`config.mk`:
```
export PLATFORM = sky130hd
export DESIGN_NAME = pas_top
export DESIGN_NICKNAME = d
export VERILOG_FILES = /design/src/include/pas_pkg.sv /design/src/rtl/pas_top.sv /design/src/rtl/pas_deadband.sv /design/src/rtl/pas_sync.sv
export VERILOG_INCLUDE_DIRS = /design/src /design/src/include
export SDC_FILE = /design/constraint.sdc
export NUM_CORES = 1
export LEC_CHECK = 0
export BUFFER_PORTS_ARGS = -buffer_cell sky130_fd_sc_hd__buf_2
export CAP_MARGIN = 20
export CORE_MARGIN = 2
export CORE_UTILIZATION = 40
export DETAILED_ROUTE_END_ITERATION = 7
export GPL_TIMING_DRIVEN = 0
export PLACE_DENSITY = 0.67
export SYNTH_ARGS = -nofsm -noshare
export SYNTH_HDL_FRONTEND = slang
export SYNTH_SLANG_ARGS = --single-unit
```
`constraint.sdc`:
```
create_clock -name clk -period 2 [get_ports clk]
set_input_delay 0.3 -clock clk [delete_from_list [all_inputs] [get_ports clk]]
set_output_delay 0.3 -clock clk [all_outputs]
set_load 0.005 [all_outputs]
```
`src/include/pas_defines.svh`:
```
// Purpose: Constants for the PWM auto-shutdown and dead-band block.
// Assumes: One clock (instruction clock), synchronous active-high reset.
// Notes: Register offsets are register indices on the plain register port.
// How it works
// - Source field 000 disables shutdown; 111 uses pin low plus both comparators.
// - 001 comparator one high, 010 comparator two high, 011 either comparator.
// - 100 pin low; 101 adds comparator one; 110 adds comparator two.
// - Shutdown sets the status flag; with auto restart it holds while condition lasts.
// - Pair A/C state field: 01 drives both high, 1x releases both pins.
// - Pair B/D state field in bits 1-0 uses the same encoding.
// - Shutdown condition is a level; shutdown lasts while the level is present.
// - Software writes to the status flag are ignored while the condition persists.
// - After the condition clears and restart happens, output resumes at next period.
// - Automatic restart works only while the restart-enable bit is set.
// - With auto restart, hardware clears the flag once the condition goes away.
// - In half-bridge mode dead band delays only inactive-to-active edges.
// - Dead-band length equals the low seven control bits, in instruction cycles.
// - Firmware writing one to the flag acts itself as a shutdown event.
// - A source condition forces the pins at once; a firmware shutdown takes effect at the clock edge.
`ifndef PAS_DEFINES_SVH
`define PAS_DEFINES_SVH

// ----------------------------------------------------------------
// Register map
// ----------------------------------------------------------------
`define PAS_ADDR_W 3
`define PAS_REG_SHDN 3'h0
`define PAS_REG_PWMCON 3'h1
`define PAS_REG_MODE 3'h2
`define PAS_REG_IRQ_STAT 3'h3
`define PAS_REG_IRQ_MASK 3'h4

// ----------------------------------------------------------------
// Field positions and reset values
// ----------------------------------------------------------------
`define PAS_SHDN_FLAG_BIT 7
`define PAS_SRC_HI 6
`define PAS_SRC_LO 4
`define PAS_AC_HI 3
`define PAS_AC_LO 2
`define PAS_BD_HI 1
`define PAS_BD_LO 0
`define PAS_RESTART_BIT 7
`define PAS_DB_HI 6
`define PAS_DB_LO 0
`define PAS_MODE_HALF_BIT 0
`define PAS_MODE_POLA_BIT 1
`define PAS_MODE_POLB_BIT 2
`define PAS_IRQ_SHDN_BIT 0
`define PAS_IRQ_RESTART_BIT 1
`define PAS_RESET_BYTE 8'h00

`endif

```
`src/include/pas_pkg.sv`:
```
// Purpose: Types for the PWM auto-shutdown block.
// Assumes: Imported by all design files except pas_sync and pas_bridge_model.
// Notes: Encodings of the source field and the output state sequence.
`default_nettype none
package pas_pkg;
    typedef enum logic [2:0] {
        PAS_SRC_OFF = 3'b000,
        PAS_SRC_CMP1 = 3'b001,
        PAS_SRC_CMP2 = 3'b010,
        PAS_SRC_CMPX = 3'b011,
        PAS_SRC_PIN = 3'b100,
        PAS_SRC_PIN_C1 = 3'b101,
        PAS_SRC_PIN_C2 = 3'b110,
        PAS_SRC_ALL = 3'b111
    } pas_src_type;

    typedef enum logic [1:0] {
        PAS_RUN = 2'b00,
        PAS_SHUT = 2'b01,
        PAS_WAIT = 2'b10
    } pas_state_type;
endpackage
`default_nettype wire

```
`src/rtl/pas_top.sv`:
```
// Purpose: PWM auto-shutdown with restart control and half-bridge dead band.
// Assumes: Period strobe and raw pair levels come from the PWM generator.
// Notes: Pins are forced combinationally from the raw condition inputs.
//
// Local design decisions: the address map and strobed register access.
`include "pas_defines.svh"
`default_nettype none
module pas_top
    import pas_pkg::*;
#(
    parameter int DB_W = 7
) (
    input wire logic clk, // Instruction clock, 25 MHz
    input wire logic rst, // Synchronous reset, active high
    input wire logic [`PAS_ADDR_W-1:0] addr, // Register index
    input wire logic [7:0] wdata, // Write data
    input wire logic wr, // Write strobe
    input wire logic rd, // Read strobe
    output logic [7:0] rdata, // Read data, cycle after rd
    input wire logic comparator_one, // Comparator one output, async
    input wire logic comparator_two, // Comparator two output, async
    input wire logic int_pin_n, // External interrupt pin, async
    input wire logic period_start, // One-cycle strobe at PWM period start
    input wire logic raw_ac, // Raw active-high PWM for pair A/C
    input wire logic raw_bd, // Raw active-high PWM for pair B/D
    output logic out_a, // Pin A level
    output logic out_a_oe, // Pin A drive enable
    output logic out_b, // Pin B level
    output logic out_b_oe, // Pin B drive enable
    output logic out_c, // Pin C level
    output logic out_c_oe, // Pin C drive enable
    output logic out_d, // Pin D level
    output logic out_d_oe, // Pin D drive enable
    output logic shutdown_active, // Outputs in shutdown state
    output logic irq // Level interrupt
);
    initial begin
        if (DB_W != `PAS_DB_HI - `PAS_DB_LO + 1) $error("DB_W must match field width");
    end

    // ----------------------------------------------------------------
    // Registers
    // ----------------------------------------------------------------
    logic shutdown_event_flag_r;
    pas_src_type shutdown_source_select_r;
    logic [1:0] pair_ac_shutdown_state_r;
    logic [1:0] pair_bd_shutdown_state_r;
    logic auto_restart_enable_r;
    logic [DB_W-1:0] dead_band_count_r;
    logic half_bridge_r;
    logic pol_ac_low_r;
    logic pol_bd_low_r;
    logic [1:0] irq_stat_r;
    logic [1:0] irq_mask_r;
    logic [7:0] rdata_r;
    pas_state_type state_r;
    pas_state_type state_nxt;

    logic cmp1_s;
    logic cmp2_s;
    logic pin_n_s;

    // ----------------------------------------------------------------
    // Input synchronisers
    // ----------------------------------------------------------------
    pas_sync #(.W(3), .INIT(3'b100)) u_sync (
        .clk(clk),
        .rst(rst),
        .d({int_pin_n, comparator_two, comparator_one}),
        .q({pin_n_s, cmp2_s, cmp1_s})
    );

    // ----------------------------------------------------------------
    // Source selection
    // ----------------------------------------------------------------
    function automatic logic sel_cond(input pas_src_type sel, input logic c1,
                                      input logic c2, input logic pin_n);
        logic r;
        r = 1'b0;
        unique case (sel)
            PAS_SRC_OFF: r = 1'b0;
            PAS_SRC_CMP1: r = c1;
            PAS_SRC_CMP2: r = c2;
            PAS_SRC_CMPX: r = c1 | c2;
            PAS_SRC_PIN: r = !pin_n;
            PAS_SRC_PIN_C1: r = !pin_n | c1;
            PAS_SRC_PIN_C2: r = !pin_n | c2;
            PAS_SRC_ALL: r = !pin_n | c1 | c2;
        endcase
        return r;
    endfunction

    // Level condition, not an edge; synced copy drives the flag
    logic cond_s;
    logic cond_async;
    assign cond_s = sel_cond(shutdown_source_select_r, cmp1_s, cmp2_s, pin_n_s);
    // Unsynced copy forces pins without waiting for a clock edge
    assign cond_async = sel_cond(shutdown_source_select_r, comparator_one, comparator_two,
                                 int_pin_n);

    logic wr_shdn;
    logic wr_flag_one;
    logic wr_flag_zero;
    assign wr_shdn = wr && (addr == `PAS_REG_SHDN);
    assign wr_flag_one = wr_shdn && wdata[`PAS_SHDN_FLAG_BIT];
    assign wr_flag_zero = wr_shdn && !wdata[`PAS_SHDN_FLAG_BIT];

    // ----------------------------------------------------------------
    // Shutdown status flag
    // ----------------------------------------------------------------
    always_ff @(posedge clk) begin
        if (rst) begin
            shutdown_event_flag_r <= 1'b0;
        end else if (cond_s || wr_flag_one) begin
            shutdown_event_flag_r <= 1'b1;
        end else if (auto_restart_enable_r) begin
            shutdown_event_flag_r <= 1'b0;
        end else if (wr_flag_zero) begin
            // Clear only reaches here with no condition present
            shutdown_event_flag_r <= 1'b0;
        end
    end

    // ----------------------------------------------------------------
    // Output state sequence
    // ----------------------------------------------------------------
    always_comb begin
        state_nxt = state_r;
        unique case (state_r)
            PAS_RUN: begin
                if (cond_s || wr_flag_one) state_nxt = PAS_SHUT;
            end
            PAS_SHUT: begin
                if (!shutdown_event_flag_r) state_nxt = PAS_WAIT;
            end
            PAS_WAIT: begin
                if (shutdown_event_flag_r) state_nxt = PAS_SHUT;
                else if (period_start) state_nxt = PAS_RUN;
            end
            default: state_nxt = PAS_SHUT;
        endcase
    end

    always_ff @(posedge clk) begin
        if (rst) begin
            state_r <= PAS_RUN;
        end else begin
            state_r <= state_nxt;
        end
    end

    logic shut;
    assign shut = (state_r != PAS_RUN) || cond_async;
    assign shutdown_active = shut;

    // ----------------------------------------------------------------
    // Dead band, half-bridge only
    // ----------------------------------------------------------------
    logic ac_act;
    logic bd_act;
    pas_deadband #(.CNT_W(DB_W)) u_db_ac (
        .clk(clk),
        .rst(rst),
        .enable(half_bridge_r),
        .delay(dead_band_count_r),
        .raw(raw_ac),
        .dly(ac_act)
    );
    pas_deadband #(.CNT_W(DB_W)) u_db_bd (
        .clk(clk),
        .rst(rst),
        .enable(half_bridge_r),
        .delay(dead_band_count_r),
        .raw(raw_bd),
        .dly(bd_act)
    );

    // ----------------------------------------------------------------
    // Pin drive
    // ----------------------------------------------------------------
    logic lvl_ac;
    logic lvl_bd;
    logic oe_ac;
    logic oe_bd;
    always_comb begin
        if (shut) begin
            lvl_ac = pair_ac_shutdown_state_r == 2'b01;
            lvl_bd = pair_bd_shutdown_state_r == 2'b01;
            oe_ac = !pair_ac_shutdown_state_r[1];
            oe_bd = !pair_bd_shutdown_state_r[1];
        end else begin
            lvl_ac = ac_act ^ pol_ac_low_r;
            lvl_bd = bd_act ^ pol_bd_low_r;
            oe_ac = 1'b1;
            oe_bd = 1'b1;
        end
    end
    // Pair A/C shares one field; C copies A and D copies B in every mode
    assign out_a = lvl_ac;
    assign out_c = lvl_ac;
    assign out_b = lvl_bd;
    assign out_d = lvl_bd;
    assign out_a_oe = oe_ac;
    assign out_c_oe = oe_ac;
    assign out_b_oe = oe_bd;
    assign out_d_oe = oe_bd;

    // ----------------------------------------------------------------
    // Configuration registers
    // ----------------------------------------------------------------
    always_ff @(posedge clk) begin
        if (rst) begin
            shutdown_source_select_r <= PAS_SRC_OFF;
            pair_ac_shutdown_state_r <= 2'b00;
            pair_bd_shutdown_state_r <= 2'b00;
        end else if (wr_shdn) begin
            shutdown_source_select_r <= pas_src_type'(wdata[`PAS_SRC_HI:`PAS_SRC_LO]);
            pair_ac_shutdown_state_r <= wdata[`PAS_AC_HI:`PAS_AC_LO];
            pair_bd_shutdown_state_r <= wdata[`PAS_BD_HI:`PAS_BD_LO];
        end
    end

    always_ff @(posedge clk) begin
        if (rst) begin
            auto_restart_enable_r <= 1'b0;
            dead_band_count_r <= '0;
        end else if (wr && addr == `PAS_REG_PWMCON) begin
            auto_restart_enable_r <= wdata[`PAS_RESTART_BIT];
            dead_band_count_r <= wdata[`PAS_DB_HI:`PAS_DB_LO];
        end
    end

    always_ff @(posedge clk) begin
        if (rst) begin
            half_bridge_r <= 1'b0;
            pol_ac_low_r <= 1'b0;
            pol_bd_low_r <= 1'b0;
        end else if (wr && addr == `PAS_REG_MODE) begin
            half_bridge_r <= wdata[`PAS_MODE_HALF_BIT];
            pol_ac_low_r <= wdata[`PAS_MODE_POLA_BIT];
            pol_bd_low_r <= wdata[`PAS_MODE_POLB_BIT];
        end
    end

    // ----------------------------------------------------------------
    // Interrupts
    // ----------------------------------------------------------------
    logic [1:0] irq_set;
    logic [1:0] irq_clr;
    assign irq_set = {(state_r == PAS_WAIT) && (state_nxt == PAS_RUN),
                      (state_r == PAS_RUN) && (state_nxt == PAS_SHUT)};
    assign irq_clr = (wr && addr == `PAS_REG_IRQ_STAT) ? wdata[1:0] : 2'b00;

    always_ff @(posedge clk) begin
        if (rst) begin
            irq_stat_r <= 2'b00;
        end else begin
            // Set wins over a clear in the same cycle
            irq_stat_r <= (irq_stat_r & ~irq_clr) | irq_set;
        end
    end

    always_ff @(posedge clk) begin
        if (rst) begin
            irq_mask_r <= 2'b00;
        end else if (wr && addr == `PAS_REG_IRQ_MASK) begin
            irq_mask_r <= wdata[1:0];
        end
    end

    assign irq = |(irq_stat_r & irq_mask_r);

    // ----------------------------------------------------------------
    // Read port
    // ----------------------------------------------------------------
    always_ff @(posedge clk) begin
        if (rst) begin
            rdata_r <= `PAS_RESET_BYTE;
        end else if (rd) begin
            unique case (addr)
                `PAS_REG_SHDN: rdata_r <= {shutdown_event_flag_r, shutdown_source_select_r,
                                           pair_ac_shutdown_state_r, pair_bd_shutdown_state_r};
                `PAS_REG_PWMCON: rdata_r <= {auto_restart_enable_r, dead_band_count_r};
                `PAS_REG_MODE: rdata_r <= {5'h00, pol_bd_low_r, pol_ac_low_r, half_bridge_r};
                `PAS_REG_IRQ_STAT: rdata_r <= {6'h00, irq_stat_r};
                `PAS_REG_IRQ_MASK: rdata_r <= {6'h00, irq_mask_r};
                default: rdata_r <= `PAS_RESET_BYTE;
            endcase
        end else begin
            rdata_r <= `PAS_RESET_BYTE;
        end
    end

    assign rdata = rdata_r;
endmodule
`default_nettype wire

```
`src/rtl/pas_deadband.sv`:
```
// Purpose: Delays the rising edge of one active-high output by a count.
// Assumes: Count is in instruction cycles, one per clk.
// Notes: Falling edges pass at once so the opposite switch turns off fast.
`include "pas_defines.svh"
`default_nettype none
module pas_deadband
    import pas_pkg::*;
#(
    parameter int CNT_W = 7
) (
    input wire logic clk, // Instruction clock
    input wire logic rst, // Synchronous reset
    input wire logic enable, // Apply delay
    input wire logic [CNT_W-1:0] delay, // Delay count
    input wire logic raw, // Undelayed active-high level
    output logic dly // Delayed level
);
    initial begin
        if (CNT_W < 1) $error("CNT_W must be at least 1");
    end

    logic [CNT_W-1:0] cnt_r;

    // ----------------------------------------------------------------
    // Edge delay
    // ----------------------------------------------------------------
    always_ff @(posedge clk) begin
        if (rst || !raw) begin
            cnt_r <= '0;
        end else if (cnt_r < delay) begin
            // Stops at the count; a smaller count written mid-pulse never wraps
            cnt_r <= cnt_r + 1'b1;
        end
    end

    // Inactive-to-active only; active-to-inactive is immediate
    assign dly = enable ? (raw && (cnt_r >= delay)) : raw;
endmodule
`default_nettype wire

```
`src/rtl/pas_sync.sv`:
```
// Purpose: Two-flop synchroniser for asynchronous level inputs.
// Assumes: Input is a slow level.
// Notes: First stage is read only by the second.
`default_nettype none
module pas_sync #(
    parameter int W = 1,
    parameter logic [W-1:0] INIT = '0
) (
    input wire logic clk, // Clock
    input wire logic rst, // Synchronous reset
    input wire logic [W-1:0] d, // Asynchronous input
    output logic [W-1:0] q // Synchronised output
);
    logic [W-1:0] s1_r;
    logic [W-1:0] s2_r;

    always_ff @(posedge clk) begin
        if (rst) begin
            s1_r <= INIT;
            s2_r <= INIT;
        end else begin
            s1_r <= d;
            s2_r <= s1_r;
        end
    end

    assign q = s2_r;
endmodule
`default_nettype wire

```
==> impl_metrics.csv <==
group,metric,value,unit
status,status,"finished, violations left",
status,violations,"setup timing",
yosys,seq_area_frac_synth,0.3922,
yosys,yosys-top-cells-area,"dfxtp_1 39%, ha_1 7.4%, nor2_1 6.5%",
timing,worst_slack,-0.4909,ns
floorplanning,ios,39,
final_layout,layout.nets,397,
placed_design,hpwl,4506,µm
critical_path,critPathMaxStageDelay,0.34,ns
timing,fmax,401.5,MHz
yosys,synth_top_area_share,0.3922,
critical_path,r2r_end,"u_db_ac.cnt_r[6]",
route,wl_met2,2773,µm
critical_path,r2r_cells,8,
floorplanning,dieArea,7436,µm²
floorplanning,fp.dieW,86.24,µm
timing,finalSetupViolCount,4,
route,wirelength,6271,µm
global_routing,grt_overflow,0,
final_layout,num_antenna_cells,0,
critical_path,cp.arrival,2.19,ns
cts,cts_root_buf,"clkbuf_8",
final_layout,drive_gt1_frac,0.3241,
critical_path,path_cells,"inv_2 > ha_4 > a211o_1 > a211oi_2 > mux2_4 > o311ai_4 > buf_4 > buf_6",
critical_path,path_buf_inv,3,
final_layout,fin_area,3359,µm²
global_routing,grt_pass1_vias,1994,
cts,htree_levels,2,
route,wl_met3,280,µm
min_path,min_from,"int_pin_n",
timing,timing.slew.headroom,0.6374,
route,drc,0,
job,max-cap-violations,0,
timing,period_needed,2.491,ns
critical_path,cp_max_fo,3,
timing,finClkSkew,0.01202,ns
yosys,synth_fp_nets,348,
placed_design,placed_area,3022,µm²
route,met1_length,3142,µm
route,dr.max_layer_used,"met4",
floorplanning,core_area,6459,µm²
power,leakage,0.001274,µW
global_routing,grt_pass1_wl,9763,µm
route,wl_per_cell,14.32,µm
critical_path,r2r_start,"dead_band_count_r[6]",
yosys,syn_inst,311,
placed_design,port-buffer-count,35,
power,ir_drop,0.0003412,V
timing,slew_viol_final,0,
critical_path,ff2ff_setup_slack,0.23,ns
cts,cts_tree,"built",
critical_path,worst_setup_path_start_kind,"flip-flop",
placed_design,gp_congestion,0.7629,
floorplanning,start_util,0.4188,
final_layout,nFillCells,603,
final_layout,syn2layout_area_growth,24.19,%
yosys,synth_area_per_cell,8.698,µm²
timing,timing.hold.ws,0.1938,ns
min_path,hp-class,"in -> reg",
cts,cts.sink_count,53,
yosys,synth_largest_area_cell,"dfxtp_1",
route,num_vias,2272,
critical_path,end_kind,"output port",
yosys,syn_area,2705,µm²
critical_path,path_delay_family,"compound AO/OA/AOI/OAI gates",
route,ant_nets,0,
placed_design,pre_cts_ws,-0.3107,ns
timing,fin_crit_sh,1.245,
global_routing,grt_usage,0.1659,
global_routing,antenna_found_initial,0,
floorplanning,num_rows,29,
final_layout,multi_input_comb_area,1683,µm²
route,drtIter0Drc,110,
cts,clk_pin_slew,0.10,ns
timing,grt_setup_unrepaired,"true",
cts,clock_latency,0.31,ns
power,pwr_density_cell,609.4,nW/µm²
yosys,synth.ff_latch_count,53,
global_routing,grt_max_degree,18,
final_layout,final_util,0.5201,
cts,cts_buffers,5,
yosys,yosysUniqueCellTypes,42,
route,viasPerCell,5.187,
floorplanning,die_y,86.24,µm
route,first_pass_iters,4,
cts,clockBufferDepth,2,
final_layout,register_area,1080,µm²
critical_path,slowest_stage,"dfxtp_2",
yosys,yosysWarnings,0,
timing,hold_viol,0,
power,p_total,2047,µW
min_path,min_to,"u_sync.s1_r[2]",
critical_path,critPathKind,"reg -> out",
min_path,hold_path_depth,2,
critical_path,cp.required,1.70,ns
timing,tightest_slew,0.5439,ns
[cells by family after synthesis]
kind of cell	synth area share
and+or+nand+nor	0.2331
muxes	0.06799
AOI/OAI and AO/OA	0.1360
DFF	0.3922
adders and majority gates	0.07400
buffers and inverters	0.05781
xor gates and xnor gates	0.03885
[cell usage in the layout, fill, tap and decap left out, types with 7 or more instances in the layout]
cell type | synthesis | layout
a21oi_2 | 8 | 7
dfxtp_1 | 53 | 44
nand3_1 | 8 | 8
buf_2 | 2 | 35
xnor2_1 | 12 | 12
ha_4 | 0 | 9
nor2_1 | 47 | 47
nand2_1 | 32 | 31
buf_4 | 6 | 13
a21oi_1 | 20 | 20
mux2i_1 | 15 | 15
[cells in the mapped netlist]
master	n
and2_4	1
nand4_1	4
o21ai_0	6
mux2_2	1
nor2b_4	1
o21ai_2	2
nand3b_1	5
buf_2	2
nor3b_1	3
nor2_1	47
a211oi_1	2
o211a_1	1
nand2b_1	8
nor2_2	2
inv_1	14
a21oi_1	20
and3_1	3
or3_1	1
a211oi_2	2
o311ai_1	2
mux2_1	2
a21oi_2	8
xnor2_1	12
dfxtp_1	53
a221oi_4	1
a211o_1	2
a22o_1	1
clkbuf_1	4
mux2i_1	15
buf_6	3
buf_4	6
nand3_1	8
a31oi_1	1
a22oi_1	1
ha_1	16
or2_2	2
nor2b_1	5
nor3_1	6
o21a_1	1
o22a_1	1
nand2_1	32
nor4_1	4
[cell type report]
cell class,instances,share of cell area
plain buffers,15,0.03091
clock buffers,6,0.02458
clock inverters,2,0.004842
inverters,14,0.01713
multi-input cells,229,0.5009
flip-flops and latches,53,0.3214
well taps,77,0.02868
repair buffers,42,0.07151
[report_power, final]
part | switching, µW | internal [µW] | total (µW)
sequential | 17.8 | 1080 | 1090
clock | 376 | 286 | 662
combinational | 155 | 136 | 291
total | 549 | 1500 | 2050
[metal layers]
layer / vias up / global-route usage
met1: 1057 / 0.2434
met5: - / 0
met4: 0 / 0.04688
li1: 1160 / -
met2: 48 / 0.2495
met3: 7 / 0.03048
[repair_timing]
item	in CTS	in global routing
hold buffers	0	0
endpoints found under the setup margin	6	6
setup buffers	4	3
resized for setup	17	23
pin swaps	7	6
[how the worst max path moves through the flow]
stage / start / to / slack (ns) / cells past startpoint
after CTS: dead_band_count_r[0] / out_c / -0.52 / 8
final: dead_band_count_r[1] / out_d / -0.49 / 8
after global placement: dead_band_count_r[0] / out_c / -0.30 / 8
after global routing: dead_band_count_r[1] / out_c / -0.57 / 8
after detailed placement: dead_band_count_r[0] / out_c / -0.31 / 8
after floorplan: u_db_ac.cnt_r[0] / out_c / -0.10 / 8
[registers in the layout (all words and copies together), names as in the netlist]
register	flops
rdata	8
dead_band_count_r	7
u_db_ac.cnt_r	7
u_db_bd.cnt_r	7
shutdown_source_select_r	3
u_sync.q	3
u_sync.s1_r	3
irq_mask_r	2
irq_stat_r	2
pair_ac_shutdown_state_r	2
pair_bd_shutdown_state_r	2
state_r	2
auto_restart_enable_r	1
half_bridge_r	1
pol_ac_low_r	1
pol_bd_low_r	1
shutdown_event_flag_r	1
[stage by stage]
stage          TNS, ns  cells
3_5_place_dp    -1.024    423
5_1_grt         -2.105    438
6_report        -1.799    438
4_1_cts         -1.926    435
3_3_place_gp   -0.9975    423
2_1_floorplan  -0.2031    311
No activity file was read; power rests on OpenSTA's default activity.
